**src/design/cfd_pkg.sv**
```systemverilog
package cfd_pkg;

    // Address widths: 26 physical lines, 24-bit linear addresses.
    localparam int          PA_W     = 26;
    localparam int          LA_W     = 24;

    // Restart and vector addresses (linear, byte granular).
    localparam logic [23:0] RESET_PC = 24'hff_fff0;
    localparam logic [23:0] SMM_BASE = 24'h03_8000;
    localparam logic [23:0] NMI_VEC  = 24'h00_0100;
    localparam logic [23:0] IRQ_VEC  = 24'h00_0200;
    localparam logic [23:0] FLT_VEC  = 24'h00_0300;
    localparam logic [23:0] INV_VEC  = 24'h00_0400;

    // Coprocessor port: legacy low address with bit 23 raised.
    localparam logic [25:0] COP_ADDR = 26'h080_00f8;

    // Extra execution clocks and interrupt latency.
    localparam logic [2:0]  EXTRA_IO = 3'h4;
    localparam logic [2:0]  EXTRA_CR = 3'h1;
    localparam logic [2:0]  IRQ_LAT  = 3'h2;

    // Opcode class in bits 7:4 of an opcode byte; bits 2:0 pick a register.
    typedef enum logic [3:0] {
        OP_NOP = 4'h0, OP_ALU, OP_SHF, OP_LD, OP_ST, OP_JMP,
        OP_IN, OP_OUT, OP_CR0, OP_COP, OP_RSM
    } cfd_op_t;

    // Decoded-instruction queue entry.
    typedef struct packed {
        logic [7:0]  opc;
        logic [31:0] imm;
        logic [23:0] pc;
    } cfd_dec_t;

    // One bus cycle request.
    typedef struct packed {
        logic        req;
        logic        we;
        logic        io;
        logic [25:0] addr;
        logic [31:0] wdata;
    } cfd_bus_t;

endpackage : cfd_pkg

```
**src/design/cfd_pipeline.sv**
```systemverilog
`timescale 1ns/1ps
`default_nettype none

// Small synchronous FIFO; a flush empties it in one clock.
module cfd_fifo #(
    parameter int WIDTH = 8,
    parameter int DEPTH = 4
) (
    input  wire logic             clk,       // Core clock.
    input  wire logic             rst,       // Synchronous reset.
    input  wire logic             flush,     // Discard all entries.
    input  wire logic             in_valid,  // Write request.
    output logic                  in_ready,  // Room for a word.
    input  wire logic [WIDTH-1:0] in_data,   // Word to write.
    output logic                  out_valid, // Head word present.
    input  wire logic             out_ready, // Head word taken.
    output logic [WIDTH-1:0]      out_data   // Head word.
);
    localparam int AW = (DEPTH > 1) ? $clog2(DEPTH) : 1;
    localparam int CW = $clog2(DEPTH + 1);

    typedef struct packed {
        logic [AW-1:0] wp;
        logic [AW-1:0] rp;
        logic [CW-1:0] cnt;
    } cfd_fst_t;

    cfd_fst_t         q;
    cfd_fst_t         d;
    logic [WIDTH-1:0] mem [DEPTH];
    logic             push;
    logic             pop;

    if (DEPTH < 1) begin : g_bad
        $error("FIFO depth must be at least one.");
    end

    // Pointers wrap at DEPTH, so depths that are not powers of two work.
    always_comb begin
        in_ready  = q.cnt != CW'(DEPTH);
        out_valid = q.cnt != '0;
        out_data  = mem[q.rp];
        push      = in_valid && in_ready;
        pop       = out_valid && out_ready;
        d         = q;
        if (push) begin
            d.wp = (q.wp == AW'(DEPTH - 1)) ? '0 : q.wp + 1'b1;
        end
        if (pop) begin
            d.rp = (q.rp == AW'(DEPTH - 1)) ? '0 : q.rp + 1'b1;
        end
        d.cnt = q.cnt + CW'(push) - CW'(pop);
    end

    // Storage has no reset; only the pointers and the count need a defined value.
    always_ff @(posedge clk) begin
        if (rst || flush) begin
            q <= '0;
        end else begin
            q <= d;
        end
        if (push) begin
            mem[q.wp] <= in_data;
        end
    end
endmodule : cfd_fifo

////////////////////////////////////////////////////////////////////////////////

module cfd_pipeline #(
    parameter int PF_DEPTH = 4, // Prefetch queue depth in words.
    parameter int DQ_DEPTH = 3, // Decoded queue depth.
    parameter int TLB_N    = 4  // Translation cache entries.
) (
    input  wire logic           clk,                 // Core clock, 40 MHz.
    input  wire logic           rst,                 // Synchronous reset, high.
    output var cfd_pkg::cfd_bus_t bus_o,             // Bus cycle request.
    input  wire logic           bus_ack,             // Bus cycle ends.
    input  wire logic [31:0]    bus_rdata,           // Read data with ack.
    input  wire logic           mgmt_interrupt_in_n, // Management interrupt, low.
    output logic                mgmt_active_out_n,   // Management state, low.
    input  wire logic           maskable_irq_in,     // Maskable interrupt.
    input  wire logic           nmi_in,              // Non-maskable interrupt.
    output logic                irq_ack,             // Interrupt vectored.
    input  wire logic [23:0]    seg_base,            // Cached segment base.
    input  wire logic [23:0]    seg_limit,           // Cached segment limit.
    output logic                tlb_miss,            // Mapping wanted.
    output logic [11:0]         miss_vpn,            // Page that missed.
    input  wire logic           tlb_fill,            // Mapping supplied.
    input  wire logic [13:0]    fill_pfn,            // Frame for miss_vpn.
    output logic                fault,               // Segment violation.
    output logic                invalid_op,          // Invalid opcode.
    output logic                retire,              // Instruction done.
    output logic                paging_on            // Paging enabled.
);
    localparam int VW = $clog2(TLB_N);

    typedef enum logic [1:0] {EX_RUN, EX_WAIT, EX_BUS, EX_IRQ} cfd_ex_t;
    typedef enum logic {DC_OPC, DC_IMM} cfd_dc_t;

    typedef struct packed {
        cfd_ex_t                  ex;
        cfd_dc_t                  dc;
        logic                     system_mgmt_state;
        logic                     act_n;
        logic                     paging;
        logic                     nmi;
        logic [23:0]              save_pc;
        logic [23:0]              fpc;
        logic                     busy;
        logic                     own;
        logic                     drop;
        logic                     miss;
        logic                     ack;
        logic                     flt;
        logic                     inv;
        logic                     ret;
        cfd_pkg::cfd_bus_t        bus;
        logic [1:0]               ptr;
        logic [7:0]               hopc;
        logic [23:0]              hpc;
        cfd_pkg::cfd_dec_t        cur;
        logic [2:0]               cnt;
        logic [23:0]              ea;
        logic [11:0]              mvpn;
        logic [TLB_N-1:0]         tv;
        logic [TLB_N-1:0][11:0]   tvpn;
        logic [TLB_N-1:0][13:0]   tpfn;
        logic [VW-1:0]            vic;
        logic [7:0][31:0]         regs;
    } cfd_st_t;

    cfd_st_t           q;
    cfd_st_t           d;
    logic              pf_in_ready;
    logic              pf_out_valid;
    logic [53:0]       pf_out;
    logic              pf_push;
    logic              pf_pop;
    logic              dq_in_valid;
    logic              dq_in_ready;
    cfd_pkg::cfd_dec_t dq_in;
    logic              dq_out_valid;
    cfd_pkg::cfd_dec_t dq_out;
    logic              dq_pop;
    logic              flush;
    logic [23:0]       tgt;
    logic              dreq;
    logic              dio;
    logic [23:0]       lin;
    logic              hit;
    logic [13:0]       hpfn;
    logic [25:0]       phys;
    logic [7:0]        byte_v;
    logic [2:0]        rr;
    logic [2:0]        rc;
    logic [63:0]       sh;
    logic              bad;

    if (PF_DEPTH < 1 || DQ_DEPTH < 1 || TLB_N < 2 || (TLB_N & (TLB_N - 1)) != 0)
    begin : g_bad
        $error("Queue depths must be positive and TLB_N a power of two.");
    end

    // Prefetch queue holds fetched words with their word address.
    cfd_fifo #(.WIDTH(54), .DEPTH(PF_DEPTH)) u_pfq (
        .clk       (clk),
        .rst       (rst),
        .flush     (flush),
        .in_valid  (pf_push),
        .in_ready  (pf_in_ready),
        .in_data   ({q.fpc[23:2], bus_rdata}),
        .out_valid (pf_out_valid),
        .out_ready (pf_pop),
        .out_data  (pf_out)
    );

    // Decoded-instruction queue between decoder and execution.
    cfd_fifo #(.WIDTH($bits(cfd_pkg::cfd_dec_t)), .DEPTH(DQ_DEPTH)) u_dq (
        .clk       (clk),
        .rst       (rst),
        .flush     (flush),
        .in_valid  (dq_in_valid),
        .in_ready  (dq_in_ready),
        .in_data   (dq_in),
        .out_valid (dq_out_valid),
        .out_ready (dq_pop),
        .out_data  (dq_out)
    );

    ////////////////////////////////////////////////////////////////////////////

    // Execution, bus arbitration, translation and decode in one pass.
    always_comb begin
        d      = q;
        d.ack  = 1'b0;
        d.flt  = 1'b0;
        d.inv  = 1'b0;
        d.ret  = 1'b0;
        flush  = 1'b0;
        tgt    = q.fpc;
        pf_push = 1'b0;
        pf_pop = 1'b0;
        dq_pop = 1'b0;
        dq_in_valid = 1'b0;
        dq_in  = '0;
        rr     = dq_out.opc[2:0];
        rc     = q.cur.opc[2:0];
        sh     = {q.regs[rr], q.regs[rr]} >> dq_out.imm[4:0];
        bad    = dq_out.imm[23:0] > seg_limit;
        byte_v = pf_out[8 * q.ptr +: 8];

        // Instruction boundary: management interrupt first, then interrupts.
        unique case (q.ex)
            EX_RUN: begin
                if (!mgmt_interrupt_in_n && !q.system_mgmt_state && dq_out_valid) begin
                    d.system_mgmt_state     = 1'b1;
                    d.act_n   = 1'b0;
                    d.save_pc = dq_out.pc;
                    flush     = 1'b1;
                    tgt       = cfd_pkg::SMM_BASE;
                end else if (nmi_in || (maskable_irq_in && !q.system_mgmt_state)) begin
                    d.ex  = EX_IRQ;
                    d.cnt = cfd_pkg::IRQ_LAT;
                    d.nmi = nmi_in;
                end else if (dq_out_valid) begin
                    dq_pop = 1'b1;
                    d.cur  = dq_out;
                    d.ea   = seg_base + dq_out.imm[23:0];
                    unique case (dq_out.opc[7:4])
                        cfd_pkg::OP_NOP: d.ret = 1'b1;
                        cfd_pkg::OP_ALU: begin
                            d.regs[rr] = q.regs[rr] + dq_out.imm;
                            d.ret      = 1'b1;
                        end
                        cfd_pkg::OP_SHF: begin
                            d.regs[rr] = sh[31:0];
                            d.ret      = 1'b1;
                        end
                        cfd_pkg::OP_LD, cfd_pkg::OP_ST: begin
                            if (bad) begin
                                d.flt = 1'b1;
                                flush = 1'b1;
                                tgt   = cfd_pkg::FLT_VEC;
                            end else begin
                                d.ex = EX_BUS;
                            end
                        end
                        cfd_pkg::OP_JMP: begin
                            flush = 1'b1;
                            tgt   = dq_out.imm[23:0];
                            d.ret = 1'b1;
                        end
                        cfd_pkg::OP_IN, cfd_pkg::OP_OUT: begin
                            d.ex  = EX_WAIT;
                            d.cnt = cfd_pkg::EXTRA_IO;
                        end
                        cfd_pkg::OP_CR0: begin
                            d.ex  = EX_WAIT;
                            d.cnt = cfd_pkg::EXTRA_CR;
                        end
                        cfd_pkg::OP_COP: d.ex = EX_BUS;
                        cfd_pkg::OP_RSM: begin
                            if (q.system_mgmt_state) begin
                                d.system_mgmt_state   = 1'b0;
                                d.act_n = 1'b1;
                                flush   = 1'b1;
                                tgt     = q.save_pc;
                                d.ret   = 1'b1;
                            end else begin
                                d.inv = 1'b1;
                                flush = 1'b1;
                                tgt   = cfd_pkg::INV_VEC;
                            end
                        end
                        default: begin
                            d.inv = 1'b1;
                            flush = 1'b1;
                            tgt   = cfd_pkg::INV_VEC;
                        end
                    endcase
                end
            end
            EX_WAIT: begin
                d.cnt = q.cnt - 3'h1;
                if (q.cnt == 3'h1) begin
                    if (q.cur.opc[7:4] == cfd_pkg::OP_CR0) begin
                        d.paging = q.cur.imm[31];
                        d.ret    = 1'b1;
                        d.ex     = EX_RUN;
                    end else begin
                        d.ex = EX_BUS;
                    end
                end
            end
            EX_BUS: begin
                if (q.own && q.busy && bus_ack) begin
                    if (q.cur.opc[7:4] == cfd_pkg::OP_LD || q.cur.opc[7:4] == cfd_pkg::OP_IN) begin
                        d.regs[rc] = bus_rdata;
                    end
                    d.ret = 1'b1;
                    d.ex  = EX_RUN;
                end
            end
            EX_IRQ: begin
                d.cnt = q.cnt - 3'h1;
                if (q.cnt == 3'h1) begin
                    d.ack = 1'b1;
                    flush = 1'b1;
                    tgt   = q.nmi ? cfd_pkg::NMI_VEC : cfd_pkg::IRQ_VEC;
                    d.ex  = EX_RUN;
                end
            end
        endcase

        // Translation: a data operand when one waits, else the fetch address.
        dreq = (q.ex == EX_BUS) && !q.busy;
        dio  = q.cur.opc[7:4] == cfd_pkg::OP_IN || q.cur.opc[7:4] == cfd_pkg::OP_OUT
            || q.cur.opc[7:4] == cfd_pkg::OP_COP;
        lin  = dreq ? q.ea : q.fpc;
        hit  = 1'b0;
        hpfn = '0;
        for (int i = 0; i < TLB_N; i++) begin
            if (q.tv[i] && q.tvpn[i] == lin[23:12]) begin
                hit  = 1'b1;
                hpfn = q.tpfn[i];
            end
        end
        phys = q.paging ? {hpfn, lin[11:0]} : {2'b00, lin};

        // Bus unit: one cycle in flight; data is served before prefetch.
        if (q.busy) begin
            if (bus_ack) begin
                d.busy    = 1'b0;
                d.bus.req = 1'b0;
                d.drop    = 1'b0;
                if (!q.own && !q.drop && !flush) begin
                    pf_push = 1'b1;
                    d.fpc   = q.fpc + 24'h00_0004;
                end
            end
        end else if (!q.miss) begin
            if (dreq) begin
                if (!dio && q.paging && !hit) begin
                    d.miss = 1'b1;
                    d.mvpn = lin[23:12];
                end else begin
                    d.bus.req   = 1'b1;
                    d.bus.io    = dio;
                    d.bus.we    = q.cur.opc[7:4] == cfd_pkg::OP_ST
                        || q.cur.opc[7:4] == cfd_pkg::OP_OUT || q.cur.opc[7:4] == cfd_pkg::OP_COP;
                    d.bus.wdata = q.regs[rc];
                    d.bus.addr  = (q.cur.opc[7:4] == cfd_pkg::OP_COP) ? cfd_pkg::COP_ADDR
                        : dio ? {10'h000, q.cur.imm[15:0]} : phys;
                    d.busy      = 1'b1;
                    d.own       = 1'b1;
                end
            end else if (pf_in_ready && !flush) begin
                if (q.paging && !hit) begin
                    d.miss = 1'b1;
                    d.mvpn = lin[23:12];
                end else begin
                    d.bus  = '{req: 1'b1, we: 1'b0, io: 1'b0, addr: phys, wdata: 32'h0000_0000};
                    d.busy = 1'b1;
                    d.own  = 1'b0;
                end
            end
        end

        // A supplied mapping replaces the oldest cache entry.
        if (q.miss && tlb_fill) begin
            d.tv[q.vic]   = 1'b1;
            d.tvpn[q.vic] = q.mvpn;
            d.tpfn[q.vic] = fill_pfn;
            d.vic         = q.vic + 1'b1;
            d.miss        = 1'b0;
        end

        // Decoder: opcodes byte by byte, an immediate as the whole next word.
        if (!flush && pf_out_valid && dq_in_ready) begin
            if (q.dc == DC_OPC) begin
                if (byte_v[7:4] >= cfd_pkg::OP_ALU && byte_v[7:4] <= cfd_pkg::OP_COP) begin
                    d.hopc = byte_v;
                    d.hpc  = {pf_out[53:32], q.ptr};
                    d.dc   = DC_IMM;
                    d.ptr  = 2'h0;
                    pf_pop = 1'b1;
                end else begin
                    dq_in_valid = 1'b1;
                    dq_in  = '{opc: byte_v, imm: 32'h0000_0000, pc: {pf_out[53:32], q.ptr}};
                    d.ptr  = q.ptr + 2'h1;
                    pf_pop = q.ptr == 2'h3;
                end
            end else begin
                dq_in_valid = 1'b1;
                dq_in  = '{opc: q.hopc, imm: pf_out[31:0], pc: q.hpc};
                d.dc   = DC_OPC;
                pf_pop = 1'b1;
            end
        end

        // Redirect: queues empty, fetch restarts, an in-flight fetch is dropped.
        if (flush) begin
            d.fpc  = {tgt[23:2], 2'b00};
            d.ptr  = tgt[1:0];
            d.dc   = DC_OPC;
            d.drop = q.busy && !q.own && !bus_ack;
        end
    end

    // All state in one register; reset starts fetching at the reset address.
    always_ff @(posedge clk) begin
        if (rst) begin
            q       <= '0;
            q.act_n <= 1'b1;
            q.fpc   <= cfd_pkg::RESET_PC;
        end else begin
            q <= d;
        end
    end

    assign bus_o             = q.bus;
    assign mgmt_active_out_n = q.act_n;
    assign irq_ack           = q.ack;
    assign tlb_miss          = q.miss;
    assign miss_vpn          = q.mvpn;
    assign fault             = q.flt;
    assign invalid_op        = q.inv;
    assign retire            = q.ret;
    assign paging_on         = q.paging;
endmodule : cfd_pipeline

`default_nettype wire

```
**config.mk**
```make
export PLATFORM = sky130hd
export DESIGN_NAME = cfd_pipeline
export DESIGN_NICKNAME = d
export VERILOG_FILES = /design/src/design/cfd_pkg.sv /design/src/design/cfd_pipeline.sv
export SDC_FILE = /design/constraint.sdc
export NUM_CORES = 2
export LEC_CHECK = 0
export BUFFER_PORTS_ARGS = -buffer_cell sky130_fd_sc_hd__clkbuf_2
export CAP_MARGIN = 20
export CORE_UTILIZATION = 45
export CTS_CLUSTER_SIZE = 40
export DETAILED_ROUTE_END_ITERATION = 16
export PLACE_DENSITY_LB_ADDON = 0.1
export REMOVE_ABC_BUFFERS = 1
export SETUP_SLACK_MARGIN = 0.05
export SLEW_MARGIN = 20
export SYNTH_ARGS = -nofsm -noshare
export SYNTH_HDL_FRONTEND = slang
export SYNTH_SLANG_ARGS = --single-unit
```
**constraint.sdc**
```tcl
create_clock -name clk -period 11.3 [get_ports clk]
set_input_delay 0.565 -clock clk [delete_from_list [all_inputs] [get_ports clk]]
set_output_delay 0.565 -clock clk [all_outputs]
set_load 0.005 [all_outputs]
```
==> metrics.txt <==
status=complete, no violations; clock share of power=21.1%; post-layout minimum cycle time=7.30 ns; FFs w/ async S/R, synth=0%; slowest CP cell=buf_4; HPWL after detailed placement=156000 um; Final Slew Violations=0; post-layout util=50.8%; cts hold-fix bufs=0; die height=346 um; syn avg cell area=9.41 um^2; Root Buffer=clkbuf_16; largest fanout on the critical path=80; Syn Inst Count=5657; dpl cells=7006; Logic pwr share=52.3%; flip-flop and latch count after synthesis=1006; core region area=0.117 mm^2; Die ar.=0.120 mm^2; setup violation total in the final timing report=0; effective utilization at floorplan=45.6%; PortBufs=180; CP Capture Type=flip-flop; Worst-path clk slew=0.06 ns; r2r setup slk=4.00 ns; largest net degree at the start of global routing=178; Die Wd=346 um; final period utilization=64.6%; switching power=0.00882 W; WHS Path Cells=3; post-CTS resize count=0; cell area after synthesis=0.0532 mm^2; commonest cells after routing, fill and taps aside=627 x a21oi_1, 594 x nand2_1, 594 x dfxtp_1, 444 x nor2_1, 405 x edfxtp_1; layout cells sized above 1=14.5%; CTS sink count=1006; RSZ-0062 raised after global routing=false; final hold slack=0.0985 ns; YS warnings=0; WL final=229000 um; crit-path cells=buf_4, nand2b_1, o21ai_4, buf_4, nand2_2, o22ai_1, nor2_1, ha_1, inv_1, fa_1, nor2b_1, o21ai_0, a21oi_1, o41ai_1, o31ai_1, buf_4, a21boi_0, o21bai_1, a21oi_1, mux2i_1, nor3_1, o22ai_1; min-delay src=fill_pfn[7]; Final Hold Fails=0; pwr dens=306 mW/mm^2; DR vias=47600; FP Rows=125; clk_lat worst skew=0.75 ns; routed len/inst=31.8 um; Reg power frac=26.5%; internal power=0.00934 W; TritonCTS buffer count=112; CP required=11.93 ns; worst hold endpoint=q[265]; vias per cell=6.60; routability congestion estimate=1.06; Antenna Nets Post-Route=0; first-pass GRT wire length=327000 um; fin cells=7219; number of global-route vias before repair=45300; worst r2r dst=q[248]; 1st-pass router iterations=8; switching share of power=48.6%; buffer depth of the longest clock path=3; Slew HR=10.8%; most common cell after layout, fill and taps aside=a21oi_1; max cap viols=0; initial antenna violation count=6; CP max stage delay=0.73 ns; Max Clk Rate=137 MHz; Peak supply drop=0.201 mV; Area growth syn-to-layout=11.3%; CTS tree=built; boundary pin count=181; DRC Markers=0; post-CTS setup buffers=0; final net count=5800; gr ovfl total=0; GRT Overall Usage=37.2%; post-synthesis sequential area ratio=45.4%; setup TNS=0 ns; CP Data Arrival Time=7.93 ns; most frequent CP cell=buf_4; Final Skew=0.0391 ns; prevailing post-synth register cell=dfxtp_1; R2R depth=22; LEAKAGE=21.6 nW; Hold Crit Class=in2reg; Worst Tran Pin Value=1.33 ns; CP Class=reg2reg; number of synthesized flops with an enable pin=405; starting DRC count in detailed routing=6432; Distinct cells, synth=97; Setup crit start kind=flip-flop; CTS H-tree lvls=3
[cells by family after synthesis]
| group | after synthesis | synth area share, % |
|---|---|---|
| DFF | 1006 | 45.4 |
| buffers and inverters | 644 | 5.29 |
| muxes | 437 | 10.6 |
| adders and majority gates | 102 | 2.44 |
| AOI/OAI and AO/OA | 1807 | 21.4 |
| xor gates and xnor gates | 98 | 1.61 |
| and+or+nand+nor | 1563 | 13.1 |
[worst max-delay path by stage]
stage / startpoint / end / slack, ns / depth (start not counted)
final: flip-flop / q[248] / 4.00 / 22
after global routing: flip-flop / q[56] / 3.57 / 22
after CTS: flip-flop / u_dq.mem[1][28] / 3.99 / 17
after detailed placement: flip-flop / u_dq.mem[1][41] / 4.02 / 17
after global placement: flip-flop / u_dq.mem[1][4] / 4.07 / 17
after floorplan: flip-flop / q[16] / -2.07 / 8
[layout make-up]
type / count / area (um^2)
Clock inverter: 49 / 631
Fill cell: 10800 / 57400
Inverter: 113 / 428
Clock buffer: 158 / 3210
Timing Repair Buffer: 357 / 2270
Multi-Input combinational cell: 4007 / 26600
Tap cell: 1524 / 1910
Antenna cell: 5 / 12.5
Sequential cell: 1006 / 24200
[cell usage after synthesis, types with 77 or more instances]
master / n / area (um^2)
a21oi_1: 629 / 3150
dfxtp_1: 601 / 12000
nand2_1: 597 / 2240
nor2_1: 458 / 1720
edfxtp_1: 405 / 12200
clkbuf_1: 355 / 1330
o21ai_0: 297 / 1490
mux2i_1: 255 / 2550
o22ai_1: 139 / 870
nand3_1: 112 / 561
inv_1: 110 / 413
and3_1: 104 / 651
a221oi_1: 103 / 902
ha_1: 99 / 1240
mux4_2: 88 / 1980
buf_4: 84 / 631
mux2_2: 78 / 878
a31oi_1: 77 / 482
[per-stage QoR]
stage          setup slack (ns)  instance area (um^2)  power, W
2_1_floorplan             -2.07                 50800   0.00995
3_3_place_gp               4.07                 55400    0.0140
3_5_place_dp               4.02                 55400    0.0140
4_1_cts                    3.99                 59200    0.0178
5_1_grt                    3.57                 59300    0.0187
6_report                   4.00                 59300    0.0182
[critical path: cells and delay by family (launching register included)]
kind | cells | cell delay [ns]
buffers and inverters | 4 | 1.44
and+or+nand+nor | 5 | 1.24
adders and majority gates | 2 | 0.47
DFF | 1 | 0.62
AOI/OAI and AO/OA | 10 | 2.60
muxes | 1 | 0.73
[metal layers]
layer / wire, um / global-route usage (%) / vias to the layer above / part of all wire (%)
met5: 48 / 0.240 / - / 0.021
li1: - / - / 20900 / -
met2: 102000 / 57.8 / 2756 / 44
met3: 21700 / 7.97 / 718 / 9.5
met4: 14000 / 20.1 / 4 / 6.1
met1: 91900 / 48.4 / 23300 / 40
[state kept, by name, indices dropped and copies added (netlist names), 6 cells and up, named ones only]
signal / flops
q: 504
u_pfq.mem: 216
u_dq.mem: 189
bus_o: 61
miss_vpn: 12
u_pfq.q: 7
u_dq.q: 6
[power groups by stage]
stage	clock network (W)	registers (W)	logic, W
global placement	0	0.00488	0.00916
global route	0.00401	0.00487	0.00981
floorplan	0	0.00476	0.00519
CTS	0.00386	0.00481	0.00913
finish	0.00383	0.00482	0.00951
detailed placement	0	0.00488	0.00909
Power figures use the tool's default switching activity.
